--- config.mk ---
export PLATFORM = sky130hd
export DESIGN_NAME = arfis_top
export DESIGN_NICKNAME = d
export VERILOG_FILES = /design/src/common/arfis_pkg.sv /design/src/arfis_top.sv
export VERILOG_INCLUDE_DIRS = /design/src /design/src/common
export SDC_FILE = /design/constraint.sdc
export NUM_CORES = 1
export LEC_CHECK = 0
export ABC_CLOCK_PERIOD_IN_PS = 3350
export BUFFER_PORTS_ARGS = -buffer_cell sky130_fd_sc_hd__buf_2
export CAP_MARGIN = 20
export CORE_UTILIZATION = 30
export DETAILED_ROUTE_END_ITERATION = 10
export PLACE_DENSITY_LB_ADDON = 0.05
export REMOVE_ABC_BUFFERS = 1
export SETUP_SLACK_MARGIN = 0.3
export SYNTH_ARGS = -nofsm -noshare
export SYNTH_HDL_FRONTEND = slang
export SYNTH_SLANG_ARGS = --single-unit
--- constraint.sdc ---
create_clock -name hclk -period 3.35 [get_ports hclk]
set_input_delay 0.335 -clock hclk [delete_from_list [all_inputs] [get_ports hclk]]
set_output_delay 0.335 -clock hclk [all_outputs]
set_load 0.1 [all_outputs]
--- src/common/arfis_regs.svh ---
`ifndef ARFIS_REGS_SVH
`define ARFIS_REGS_SVH

// Byte offsets on the register bus
`define ARFIS_OFF_INSEL   8'h00
`define ARFIS_OFF_RES_LO  8'h04
`define ARFIS_OFF_RES_HI  8'h08
`define ARFIS_OFF_IRQ_STS 8'h0c
`define ARFIS_OFF_IRQ_CLR 8'h10
`define ARFIS_OFF_IRQ_EN  8'h14
`define ARFIS_OFF_STATE   8'h18

// Input-select register reset value and writable bits (bit 4 unused)
`define ARFIS_INSEL_RST   8'h00
`define ARFIS_INSEL_MASK  8'hef

// Event bit positions in status, clear and enable registers, and the status and enable reset value
`define ARFIS_EV_DONE     0
`define ARFIS_EV_OVR      1
`define ARFIS_EV_RST      2'h0

// State register bit positions
`define ARFIS_ST_BUSY     0
`define ARFIS_ST_LOCK     1
`define ARFIS_ST_DIFF     2
`define ARFIS_ST_SIGN     3

// Result reset value
`define ARFIS_RES_RST     10'h000

`endif

--- src/common/arfis_pkg.sv ---
package arfis_pkg;

  // Reference source codes
  typedef enum logic [1:0] {
    REF_EXT_PIN = 2'b00,
    REF_SUPPLY  = 2'b01,
    REF_RSVD    = 2'b10,
    REF_INT     = 2'b11
  } arfis_ref_t;

  // Conversion tracking states
  typedef enum logic {
    ST_IDLE = 1'b0,
    ST_CONV = 1'b1
  } arfis_state_t;

  // Input-select register layout
  typedef struct packed {
    arfis_ref_t ref_sel;
    logic       left_adjust;
    logic       unused;
    logic [3:0] channel;
  } arfis_insel_t;

  // Captured bus address phase
  typedef struct packed {
    logic       valid;
    logic       write;
    logic [7:0] addr;
  } arfis_aphase_t;

endpackage : arfis_pkg

--- src/arfis_top.sv ---
`timescale 1ns/1ps
`default_nettype none
`include "arfis_regs.svh"

// How it works
// - A single-ended result is kept as an unsigned 10-bit code, 0x000 ground and 0x3ff full reference.
// - A differential result is kept as a 10-bit two's complement code from 0x200 up to 0x1ff.
// - Result bit 9 tells the polarity of a differential result, one meaning negative.
// - The stored result is split into a high byte and a low byte register.
// - A new result is readable in the byte registers once the conversion ends and the done flag rises.
// - The reference field codes external pin, analog supply, reserved and internal reference.
// - A reference written during a conversion takes effect only when that conversion completes.
// - The internal reference is switched on when selected and an analog feature needs it.
// - The left-adjust bit picks left justification when set and right when clear.
// - A change of the left-adjust bit re-maps the byte registers at once, mid-conversion or not.
// - The input-select register holds reference, left-adjust, an unused bit 4 and channel, reset zero.
// - Reading the low byte blocks result updates until the high byte has been read.
// - The 4-bit channel field picks inputs 0 to 10, amplifiers, reserved, bandgap or ground.
module arfis_top (
  // Clock and reset
  input  wire logic        hclk,
  input  wire logic        hresetn,
  // AHB-Lite slave
  input  wire logic        hsel,
  input  wire logic [31:0] haddr,
  input  wire logic [1:0]  htrans,
  input  wire logic        hwrite,
  input  wire logic [2:0]  hsize,
  input  wire logic [31:0] hwdata,
  input  wire logic        hready,
  output logic             hreadyout,
  output logic             hresp,
  output logic [31:0]      hrdata,
  // Converter core
  input  wire logic        conv_start,
  input  wire logic        conv_done,
  input  wire logic [9:0]  conv_code,
  input  wire logic        conv_differential,
  input  wire logic        analog_need,
  // Selection applied to the analog side
  output logic [1:0]       ref_applied,
  output logic [3:0]       channel_applied,
  output logic             int_ref_on,
  // Interrupt
  output logic             irq
);

  // Bus capture and register state
  arfis_pkg::arfis_aphase_t ap_r, ap_nxt;
  arfis_pkg::arfis_insel_t  insel_r, insel_nxt;
  arfis_pkg::arfis_insel_t  appl_r, appl_nxt;
  arfis_pkg::arfis_state_t  state_r, state_nxt;
  logic [9:0]               res_r, res_nxt;
  logic                     diff_r, diff_nxt;
  logic                     lock_r, lock_nxt;
  logic [1:0]               sts_r, sts_nxt;
  logic [1:0]               en_r, en_nxt;
  logic [31:0]              rdata_r, rdata_nxt;
  logic [1:0]               ev;
  logic [1:0]               clr;
  logic [7:0]               hi_byte;
  logic [7:0]               lo_byte;
  logic                     take;
  logic                     done_ev;
  logic                     wr_ok;

  // Zero-wait slave, always OKAY
  assign hreadyout = 1'b1;
  assign hresp     = 1'b0;
  assign hrdata    = rdata_r;
  assign take      = hsel && hready && htrans[1];
  assign wr_ok     = ap_r.valid && ap_r.write;
  assign done_ev   = conv_done && (state_r == arfis_pkg::ST_CONV);

  // Byte mapping follows the live left-adjust bit
  always_comb begin
    if (insel_r.left_adjust) begin
      hi_byte = res_r[9:2];
      lo_byte = {res_r[1:0], 6'h00};
    end else begin
      hi_byte = {6'h00, res_r[9:8]};
      lo_byte = res_r[7:0];
    end
  end

  // Register writes, events and clears
  always_comb begin
    insel_nxt = insel_r;
    en_nxt    = en_r;
    clr       = 2'h0;
    if (wr_ok && ap_r.addr == `ARFIS_OFF_INSEL) begin
      insel_nxt = hwdata[7:0] & `ARFIS_INSEL_MASK;
    end
    if (wr_ok && ap_r.addr == `ARFIS_OFF_IRQ_EN) begin
      en_nxt = hwdata[1:0];
    end
    if (wr_ok && ap_r.addr == `ARFIS_OFF_IRQ_CLR) begin
      clr = hwdata[1:0];
    end
    ev                = 2'h0;
    ev[`ARFIS_EV_DONE] = done_ev;
    ev[`ARFIS_EV_OVR]  = done_ev && lock_r;
    sts_nxt = (sts_r & ~clr) | ev;                   // Set beats clear
  end

  // Conversion tracking, selection hand-over and result capture
  always_comb begin
    state_nxt = state_r;
    appl_nxt  = appl_r;
    res_nxt   = res_r;
    diff_nxt  = diff_r;
    lock_nxt  = lock_r;
    case (state_r)
      arfis_pkg::ST_IDLE: begin
        appl_nxt = insel_r;                          // Follows register while idle
        if (conv_start) begin
          state_nxt = arfis_pkg::ST_CONV;
        end
      end
      arfis_pkg::ST_CONV: begin
        if (conv_done) begin
          state_nxt = arfis_pkg::ST_IDLE;
          appl_nxt  = insel_r;
          if (!lock_r) begin
            res_nxt  = conv_code;
            diff_nxt = conv_differential;
          end
        end
      end
      default: begin
        state_nxt = arfis_pkg::ST_IDLE;
      end
    endcase
    // Low-byte read locks, high-byte read releases
    if (take && !hwrite && haddr[7:0] == `ARFIS_OFF_RES_LO) begin
      lock_nxt = 1'b1;
    end else if (take && !hwrite && haddr[7:0] == `ARFIS_OFF_RES_HI) begin
      lock_nxt = 1'b0;
    end
  end

  // Address phase capture and read data
  always_comb begin
    ap_nxt.valid = take;
    ap_nxt.write = hwrite;
    ap_nxt.addr  = haddr[7:0];
    rdata_nxt    = rdata_r;
    if (take && !hwrite) begin
      rdata_nxt = 32'h0000_0000;
      case (haddr[7:0])
        `ARFIS_OFF_INSEL:   rdata_nxt[7:0] = insel_r;
        `ARFIS_OFF_RES_LO:  rdata_nxt[7:0] = lo_byte;
        `ARFIS_OFF_RES_HI:  rdata_nxt[7:0] = hi_byte;
        `ARFIS_OFF_IRQ_STS: rdata_nxt[1:0] = sts_r;
        `ARFIS_OFF_IRQ_EN:  rdata_nxt[1:0] = en_r;
        `ARFIS_OFF_STATE: begin
          rdata_nxt[`ARFIS_ST_BUSY] = (state_r == arfis_pkg::ST_CONV);
          rdata_nxt[`ARFIS_ST_LOCK] = lock_r;
          rdata_nxt[`ARFIS_ST_DIFF] = diff_r;
          rdata_nxt[`ARFIS_ST_SIGN] = diff_r && res_r[9];
        end
        default:            rdata_nxt = 32'h0000_0000;
      endcase
    end
  end

  // State registers
  always_ff @(posedge hclk or negedge hresetn) begin
    if (!hresetn) begin
      ap_r    <= '0;
      insel_r <= `ARFIS_INSEL_RST;
      appl_r  <= `ARFIS_INSEL_RST;
      state_r <= arfis_pkg::ST_IDLE;
      res_r   <= `ARFIS_RES_RST;
      diff_r  <= 1'b0;
      lock_r  <= 1'b0;
      sts_r   <= `ARFIS_EV_RST;
      en_r    <= `ARFIS_EV_RST;
      rdata_r <= 32'h0000_0000;
    end else begin
      ap_r    <= ap_nxt;
      insel_r <= insel_nxt;
      appl_r  <= appl_nxt;
      state_r <= state_nxt;
      res_r   <= res_nxt;
      diff_r  <= diff_nxt;
      lock_r  <= lock_nxt;
      sts_r   <= sts_nxt;
      en_r    <= en_nxt;
      rdata_r <= rdata_nxt;
    end
  end

  // Outputs to the analog side and interrupt
  assign ref_applied     = appl_r.ref_sel;
  assign channel_applied = appl_r.channel;
  assign int_ref_on      = (appl_r.ref_sel == arfis_pkg::REF_INT) && analog_need;
  assign irq             = |(sts_r & en_r);
endmodule : arfis_top

`default_nettype wire

Word level (Yosys, flattened, before mapping)
Cells that the tools add are included. W data, S select, Z words.

Eq/ne operators: 9. Mux-type cells: 13. Bitwise gates (word level): 6. Reductions and logical operators: 19.

Operator list (count): $eq A8 B5 Y1 const B (4); $mux W8 (3); $eq A8 B4 Y1 const B (2); $logic_not A8 Y1 (2); $pmux W8 S2 (1); $logic_and A1 B1 Y1 (13); $pmux W2 S6 (1); $pmux W4 S3 (1); $eq A8 B3 Y1 const B (1); $pmux W2 S4 (1); $and A2 B2 Y2 (2); $mux W1 (4); $reduce_and A3 Y1 (1); $eq A2 B2 Y1 const B (1); $mux W2 (1); $ne A2 B2 Y1 const B (1); $not A1 Y1 (2); $not A2 Y2 (1); $or A2 B2 Y2 (1); $pmux W1 S2 (1); $reduce_bool A2 Y1 (1); $reduce_or A2 Y1 (1); $logic_not A1 Y1 (1).

Flip-flop bits (word level): 48. Input bits: 88. Output and inout port bits: 42. Logic and storage cells: 62.

Depth between registers and ports, before layout
Gate-level depths: netlist of the first run.

Word-level depth: 6. Mapped depth: 6. Mapped depth without buffers: 5.

Worst setup path before layout of the first run
No wires, ideal clock.

Path kind: register to output. From: register appl_r (netlist bit ref_applied[1]). To: output port int_ref_on. Arrival time: 1829 ps. Data required time: 3015 ps. Setup slack: 1186 ps. Stages on the path, launching flop included: 2. Path buffers: 0. Path through: dfrtp_1 -> and3_1.

Longest elaborated chain between the ends: 2.

Ends and longest elaborated chain: from (decl) (line arfis_top.sv:51) `arfis_pkg::arfis_insel_t appl_r, appl_nxt;`; from (signal assigned) (line arfis_top.sv:172) `` appl_r <= `ARFIS_INSEL_RST; ``; from (signal assigned) (line arfis_top.sv:183) `appl_r <= appl_nxt;`; $eq A2 B2 Y1 (line arfis_top.sv:197) `assign int_ref_on = (appl_r.ref_sel == arfis_pkg::REF_INT) && analog_need;`; $logic_and A1 B1 Y1 (line arfis_top.sv:197); to (decl) (line arfis_top.sv:43) `output logic int_ref_on,`.

Every way passes these cells.

Final worst setup path of the first run
From: register ap_r[3] (netlist name). To: register insel_r[2] (netlist name).

Longest elaborated chain between the ends: 2.

Ends and longest elaborated chain: from (decl) (line arfis_top.sv:49) `arfis_pkg::arfis_aphase_t ap_r, ap_nxt;`; from (signal assigned) (line arfis_top.sv:181) `ap_r <= ap_nxt;`; $logic_not A8 Y1 (no source line); $logic_and A1 B1 Y1 (no source line); to (signal assigned) (line arfis_top.sv:171) `` insel_r <= `ARFIS_INSEL_RST; ``; to (signal assigned) (line arfis_top.sv:182) `insel_r <= insel_nxt;`; to (decl) (line arfis_top.sv:50) `arfis_pkg::arfis_insel_t insel_r, insel_nxt;`.

Every way passes these cells. A chain may end at the register's enable or synchronous reset.

==> flow_summary.yaml, run 1 <==
sta:
  post-route-period-util: 0.568
  timing.hold.ws_ns: 0.0362
  period_needed_ns: 1.90
  hold_violations: 0
  setup-tns-final_ns: 0
  fin_skew_ns: 0.0106
  relSlewSlack: 0.553
  rsz0062_at_grt: "false"
  timing.final.max_slew_violations: 0
  finalSetupViolCount: 0
  tightest_slew_ns: 0.668
  clock.fmax_mhz: 526
synth:
  synth_area_mm2: 0.00242
  syn_inst: 198
  yosysSeqAreaShare: 0.497
  yosys.cell_types.count: 48
  synth_fa_ha_area_frac: 0
  ys_seq_elements: 48
  yosys.area_share.xor_xnor: 0
  synth_compound_area_frac: 0.108
  synthMuxAreaShare: 0.144
  synth_edf_count: 0
  yosys_warnings: 0
  synth-main-ff-cell: "dfrtp_1"
  synth_top_family_by_area: "multiplexers"
  synth.avg_cell_area_um2: 12.2
  async_flop_share: 1.00
  synth_simple_gate_area_frac: 0.141
detailed_routing:
  firstDrtPassIters: 4
  drc: 0
  via_count: 1604
  ant_nets: 0
  wire_per_inst_um: 15.1
  drtIter0Drc: 58
  avgViaCountPerCell: 4.57
  wirelength_um: 5290
global_route:
  grt_pass1_wl_um: 8390
  grt_antenna_before_repair: 0
  grt_pass1_vias: 1549
  groute.usage.overall: 0.132
  grt_max_degree: 28
  overflow: 0
setup_path:
  cp_data_arrival_time_ns: 2.08
  end_kind: "register"
  start_kind: "register"
  path_max_fanout: 7
  reg2reg_depth: 4
  cp.required_ns: 3.53
  worstSetupPathType: "reg2reg"
clock_tree:
  cts_made_buffers: 5
  cts_resized: 0
  cts_num_sinks: 48
  clk_latency_ns: 0.30
  root_buffer: "clkbuf_8"
  clockBufferDepth: 2
  cts_setup_buffers: 0
  ctsHtreeMaxLevel: 2
  holdBufCountCts: 0
  cts_tree: "built"
  clk_pin_slew_worst_paths_ns: 0.08
floorplanning:
  die_x_um: 91.7
  coreArea_mm2: 0.00777
  die_h_um: 91.7
  dieArea_mm2: 0.00842
  start_util: 0.311
  rows: 32
  ioPinCount: 130
place:
  gp_congestion: 0.729
  io_buffers: 50
  dpl.hpwl_um: 3990
finish:
  antenna_cells: 0
  syn2layout_area_growth_pct: 13.2
  fin_nets: 336
  final_layout_size_suffix_gt1_frac: 0.378
worst_hold_path:
  holdCritPathClass: "in2async"
pwr:
  power.density_mw_per_mm2: 528
  ir_worst_vdd_mv: 0.212
  p_leak_nw: 1.26
run_status:
  status: "complete, no violations"
flow_run:
  cap_violations: 0
## through the flow
step                      power [mW]  std cells  instance area [um2]  setup WS [ns]  utilization
after CTS                       1.47        351                 2740           1.39        0.352
after global placement          1.11        343                 2650           1.36        0.341
after detailed placement        1.11        343                 2650           1.35        0.341
final                           1.44        351                 2740           1.45        0.352
after floorplan                 1.02        190                 2260           1.19            -
after global routing            1.52        351                 2740           1.29        0.352
## layout make-up
type / count / area [um2]
tap: 102 / 128
multi-input combinational: 139 / 1050
inverter: 3 / 11.3
timing repair buffer: 51 / 258
sequential: 48 / 1200
fill: 824 / 5030
clock buffer: 8 / 90.1
## state kept, by name, summed over array words and instances (netlist names)
signal,count
ap_r,10
channel_applied,4
diff_r,1
en_r,2
hrdata,8
insel_r,7
lock_r,1
ref_applied,2
res_r,10
state_r,1
sts_r,2
## synth_stat cells, types with 3 or more instances
cell	n	area [um2]
o21ai_0	7	35.0
nand3_1	5	25.0
dfrtp_1	48	1200
nor2b_1	4	25.0
nor2_1	7	26.3
a211oi_1	3	22.5
mux2_4	7	105
inv_1	3	11.3
nand2_1	14	52.6
mux2_2	19	214
buf_4	27	203
mux2i_1	3	30.0
a22o_1	3	26.3
a32o_1	4	40.0
## layout by cell type (no fill, tap or decap), types with 4 or more instances in the layout
cell type  count
mux2_2        19
mux2_4         7
nand2_1       14
nor2b_1        4
a32o_1         4
clkbuf_8       6
conb_1        26
buf_2         50
nand3_1        5
nor2_1         7
o21ai_0        7
dfrtp_1       48
## path summary, 6_finish.rpt
check / from / end / slack, ns
worst max register to register: ap_r[3] / insel_r[2] / 1.45
max in group asynchronous: hresetn / res_r[2] / 2.61
worst min register to register: hrdata[7] / hrdata[7] / 0.49
min in group hclk: hwrite / ap_r[8] / 0.18
worst max-delay path: ap_r[3] / insel_r[2] / 1.45
worst min-delay path: hresetn / insel_r[0] / 0.04
## report_power, final
part,internal (mW),switching (mW),leakage (nW),total [mW]
logic,0.0939,0.311,0.633,0.405
clock network,0.169,0.179,0.0455,0.348
registers,0.641,0.0517,0.578,0.693
total,0.904,0.541,1.26,1.44
## layer usage
metal | vias up | part of all wire | wire length (um) | global-route usage
li1 | 764 | - | - | -
met1 | 774 | 0.48 | 2550 | 0.184
met2 | 62 | 0.45 | 2400 | 0.202
met3 | 4 | 0.055 | 292 | 0.0323
met4 | 0 | 0.0085 | 45 | 0.0391
met5 | - | 0 | 0 | 0
## worst max-delay path, stage by stage, from the launching register on
cell     delay (ns)
dfrtp_1        0.36
nor4_1         0.30
nand4_1        0.20
or3_1          0.57
mux2_4         0.37
## cell families (layout without fill, tap and decap cells)
logic type             Yosys count  count (layout)
AND/OR/NAND/NOR                 51              51
flip-flops                      48              48
buffers and inverters           35              62
AO/OA/AOI/OAI                   33              33
multiplexers                    29              29
other                            2              26
No activity file was read; power rests on OpenSTA's default activity.
==> run 2: changes to the inputs <==
--- a/config.mk
+++ b/config.mk
@@ -6,7 +6,7 @@
 export SDC_FILE = /design/constraint.sdc
 export NUM_CORES = 1
 export LEC_CHECK = 0
-export ABC_CLOCK_PERIOD_IN_PS = 3350
+export ABC_CLOCK_PERIOD_IN_PS = 1800
 export BUFFER_PORTS_ARGS = -buffer_cell sky130_fd_sc_hd__buf_2
 export CAP_MARGIN = 20
 export CORE_UTILIZATION = 30
==> constraint.sdc (replaced) <==
create_clock -name hclk -period 1.8 [get_ports hclk]
set_input_delay 0.18 -clock hclk [delete_from_list [all_inputs] [get_ports hclk]]
set_output_delay 0.18 -clock hclk [all_outputs]
set_load 0.1 [all_outputs]
==> flow_summary.yaml, run 2 (synthesized netlist as in run 1, its figures left out) <==
global_route:
  grt_pass1_vias: 1704
  grt_pass1_wl_um: 8670
  groute.usage.overall: 0.135
  grt_antenna_before_repair: 0
  overflow: 0
  grt_max_degree: 49
finish:
  final_core_util: 0.373
  mostFrequentLayoutCells: "buf_2, dfrtp_1, conb_1"
  n_fill_cell: 820
  syn2layout_area_growth_pct: 19.8
  final_common_cell: "buf_2"
  multi_input_area_mm2: 0.00108
  fin_nets: 350
  antenna_cells: 0
  final_layout_size_suffix_gt1_frac: 0.422
  regArea_mm2: 0.00120
sta:
  finalSetupViolCount: 0
  period_needed_ns: 1.76
  timing.final.max_slew_violations: 0
  rsz0062_at_grt: "true"
  post-route-period-util: 0.979
  timing.hold.ws_ns: 0.0179
  fin_skew_ns: 0.00641
  hold_violations: 0
  clock.fmax_mhz: 568
detailed_routing:
  drc: 0
  wire_per_inst_um: 14.6
  wirelength_um: 5330
  ant_nets: 0
  avgViaCountPerCell: 4.61
  firstDrtPassIters: 4
  drtIter0Drc: 80
  via_count: 1683
run_status:
  status: "complete, no violations"
pwr:
  intPower_mw: 1.70
  p_sw_mw: 1.02
  p_sw_frac: 0.375
  power.density_mw_per_mm2: 941
  pwr-share-seq: 0.473
  p_leak_nw: 1.35
  pwr-share-comb: 0.286
  p_clk_frac: 0.241
  ir_worst_vdd_mv: 0.318
clock_tree:
  cts_made_buffers: 5
  clockBufferDepth: 2
  ctsHtreeMaxLevel: 2
  clk_latency_ns: 0.30
  cts_num_sinks: 48
  clk_pin_slew_worst_paths_ns: 0.08
  cts_tree: "built"
  root_buffer: "clkbuf_8"
setup_path:
  max_stage_delay_ns: 0.37
  crit_start: "ap_r[3]"
  path_buf_inv: 1
  start_kind: "register"
  worstSetupPathType: "reg2reg"
  cp_slowest_cell: "dfrtp_1"
  cp.required_ns: 1.99
  path_delay_family: "simple AND/OR/NAND/NOR gates"
  path_max_fanout: 7
  end_kind: "register"
  path_cells: "nor4_2, nand4_1, or3_1, buf_6, mux2_4"
  r2r_start: "ap_r[3]"
  cp_data_arrival_time_ns: 1.95
floorplanning:
  rows: 32
  die_h_um: 91.7
  die_x_um: 91.7
  dieArea_mm2: 0.00842
  ioPinCount: 130
  start_util: 0.311
  coreArea_mm2: 0.00777
place:
  io_buffers: 50
  dpl.hpwl_um: 4080
  gp_congestion: 0.737
worst_hold_path:
  hp-start: "hwrite"
  holdCritPathClass: "in2reg"
flow_run:
  cap_violations: 0
## run 2: per-stage QoR
stage / cell area (um2) / setup slack, ns / instances / setup TNS (ns) / power, mW
2_1_floorplan: 2260 / -0.209 / 190 / -0.209 / 1.89
3_3_place_gp: 2750 / -0.0302 / 355 / -0.169 / 2.09
3_5_place_dp: 2750 / -0.0507 / 355 / -0.327 / 2.09
4_1_cts: 2870 / 0.00819 / 364 / 0 / 2.77
5_1_grt: 2900 / -0.0238 / 365 / -0.130 / 2.86
6_report: 2900 / 0.0386 / 365 / 0 / 2.72
## run 2: final cells by class
type                            count  share of cell area
Inverter                            3             0.00389
Tap cell                          102              0.0441
Multi-Input combinational cell    139               0.372
Sequential cell                    48               0.415
Timing Repair Buffer               65               0.134
Clock buffer                        8              0.0311
## run 2: power groups by stage
stage               registers [mW]  clock network [mW]  logic, mW
global route                  1.31               0.735      0.822
global placement              1.31                   0      0.777
finish                        1.29               0.657      0.779
detailed placement            1.31                   0      0.780
CTS                           1.29               0.691      0.784
floorplan                     1.45                   0      0.439
## run 2: path summary, 6_finish.rpt
path | end | slack [ns] | cells after the start
hold / removal | ap_r[8] | 0.02 | 1
setup / recovery | insel_r[6] | 0.04 | 5
hold reg to reg | hrdata[5] | 0.48 | 2
setup reg to reg | insel_r[6] | 0.04 | 5
min in group asynchronous | insel_r[1] | 0.38 | 3
max in group asynchronous | res_r[2] | 1.19 | 3
## run 2: what timing repair did
item	in CTS	in global routing
setup buffers	0	1
hold buffers	1	0
resized for setup	4	6
pin swaps	4	5
endpoints found under the setup margin	11	16
hold endpoints to repair	48	0
## run 2: layer usage
layer | part of all wire | track usage | vias to the layer above
met5 | 0 | 0 | -
met4 | 0.011 | 0.0352 | 0
met3 | 0.046 | 0.0357 | 5
met2 | 0.47 | 0.213 | 57
met1 | 0.47 | 0.184 | 825
li1 | - | - | 796
## run 2: worst register-to-register path, stage by stage, from the launching register on
cell,delay (ns)
dfrtp_1,0.37
nor4_2,0.30
nand4_1,0.17
or3_1,0.35
buf_6,0.16
mux2_4,0.30
==> run 3: changes to the inputs <==
--- a/config.mk
+++ b/config.mk
@@ -7,13 +7,14 @@
 export NUM_CORES = 1
 export LEC_CHECK = 0
 export ABC_CLOCK_PERIOD_IN_PS = 1800
-export BUFFER_PORTS_ARGS = -buffer_cell sky130_fd_sc_hd__buf_2
+export BUFFER_PORTS_ARGS = -buffer_cell sky130_fd_sc_hd__buf_4
 export CAP_MARGIN = 20
 export CORE_UTILIZATION = 30
 export DETAILED_ROUTE_END_ITERATION = 10
 export PLACE_DENSITY_LB_ADDON = 0.05
 export REMOVE_ABC_BUFFERS = 1
 export SETUP_SLACK_MARGIN = 0.3
+export SLEW_MARGIN = 20
 export SYNTH_ARGS = -nofsm -noshare
 export SYNTH_HDL_FRONTEND = slang
 export SYNTH_SLANG_ARGS = --single-unit
==> flow_summary.yaml, run 3 (synthesized netlist as in run 1, its figures left out) <==
global_route:
  grt_max_degree: 49
  grt_antenna_before_repair: 0
  grt_pass1_vias: 1649
  use_met3: 0.0357
  grt_pass1_wl_um: 8660
  grt_util_met1: 0.184
  groute.usage.overall: 0.133
  grt.busiest_layer: "met2"
  overflow: 0
  grt_use_met2: 0.205
detailed_routing:
  ant_nets: 0
  wire_per_inst_um: 14.5
  firstDrtPassIters: 4
  drc: 0
  avgViaCountPerCell: 4.67
  wirelength_um: 5330
  drtIter0Drc: 69
  via_count: 1714
sta:
  setup_ws_ns: 0.0698
  finalSetupViolCount: 0
  tightest_slew_ns: 0.612
  setup-tns-final_ns: 0
  rsz0062_at_grt: "true"
  timing.final.max_slew_violations: 0
  relSlewSlack: 0.592
  fin_skew_ns: 0.00971
  clock.fmax_mhz: 578
  period_needed_ns: 1.73
  hold_violations: 0
  post-route-period-util: 0.961
finish:
  fin_cells: 367
  fin_nets: 352
  final_common_cell: "buf_4"
  mostFrequentLayoutCells: "buf_4, dfrtp_1, conb_1"
  final_layout_size_suffix_gt1_frac: 0.434
  postLayoutCellArea_mm2: 0.00306
  syn2layout_area_growth_pct: 26.5
  n_fill_cell: 785
  antenna_cells: 0
  final_core_util: 0.394
pwr:
  ir_worst_vdd_mv: 0.340
  power.density_mw_per_mm2: 967
  p_leak_nw: 1.40
clock_tree:
  cts_made_buffers: 5
  cts_tree: "built"
  clk_latency_ns: 0.30
  clockBufferDepth: 2
  clk_pin_slew_worst_paths_ns: 0.09
  root_buffer: "clkbuf_8"
  cts_num_sinks: 48
  ctsHtreeMaxLevel: 2
setup_path:
  start_kind: "register"
  max_stage_delay_ns: 0.38
  end_kind: "register"
  cp_data_arrival_time_ns: 1.93
  path_cells: "nor4_2, nand4_1, or3_1, buf_6, mux2_4"
  path_max_fanout: 7
  cp_slowest_cell: "dfrtp_1"
  worstSetupPathType: "reg2reg"
  cp.required_ns: 2.00
  path_buf_inv: 1
  path_delay_family: "simple AND/OR/NAND/NOR gates"
  r2r_start: "ap_r[3]"
  reg2reg_depth: 5
  cp.depth: 5
  crit_start: "ap_r[3]"
place:
  place_ws_ns: -0.0198
  dpl_cell_area_mm2: 0.00284
  io_buffers: 50
  dpl.hpwl_um: 3970
  gp_congestion: 0.755
  placed_cells: 352
floorplanning:
  start_util: 0.311
  rows: 32
  die_x_um: 91.7
  coreArea_mm2: 0.00777
  ioPinCount: 130
  die_h_um: 91.7
  dieArea_mm2: 0.00842
worst_hold_path:
  hp-start: "haddr[6]"
  whs_path_depth: 1
  holdCritPathClass: "in2reg"
run_status:
  status: "complete, no violations"
flow_run:
  cap_violations: 0
run 3: timing repair:
action                                  in CTS  in global routing
gates resized for setup                      6                  2
hold buffers                                 2                  0
endpoints found under the setup margin      14                 19
pin swaps                                    5                  0
hold endpoints to repair                    49                  0
buffers inserted                             1                  4
run 3: final cells by class:
class	instances	area (um2)	area share
flip-flops and latches	48	1200	0.393
multi-input cells	139	1070	0.351
repair buffers	67	515	0.169
well taps	102	128	0.0418
clock buffers	7	96.3	0.0315
clock inverters	1	30.0	0.00982
inverters	3	11.3	0.00368
run 3: final timing paths:
kind,to,slack [ns]
max,insel_r[6],0.07
min in group asynchronous,insel_r[0],0.42
min,ap_r[6],0.02
max in group asynchronous,insel_r[5],0.94
min reg2reg,hrdata[5],0.49
max reg2reg,insel_r[6],0.07
run 3: per-stage QoR:
step / hold WS [ns] / total power, mW
floorplan: -0.116 / 1.89
global placement: 0.248 / 2.12
detailed placement: 0.243 / 2.12
CTS: 0.0134 / 2.99
global route: 0.00404 / 3.09
finish: 0.0185 / 2.96
run 3: where the power goes:
group	total, mW	switching, mW	leakage [nW]	internal [mW]
clock network	0.851	0.361	0.0645	0.490
registers	1.29	0.0971	0.577	1.19
logic	0.815	0.584	0.757	0.230
total	2.96	1.04	1.40	1.91
run 3: per-layer routing:
metal / wire, um / vias up
met1: 2520 / 846
met3: 306 / 5
li1: - / 799
met5: 0 / -
met4: 55 / 0
met2: 2450 / 64
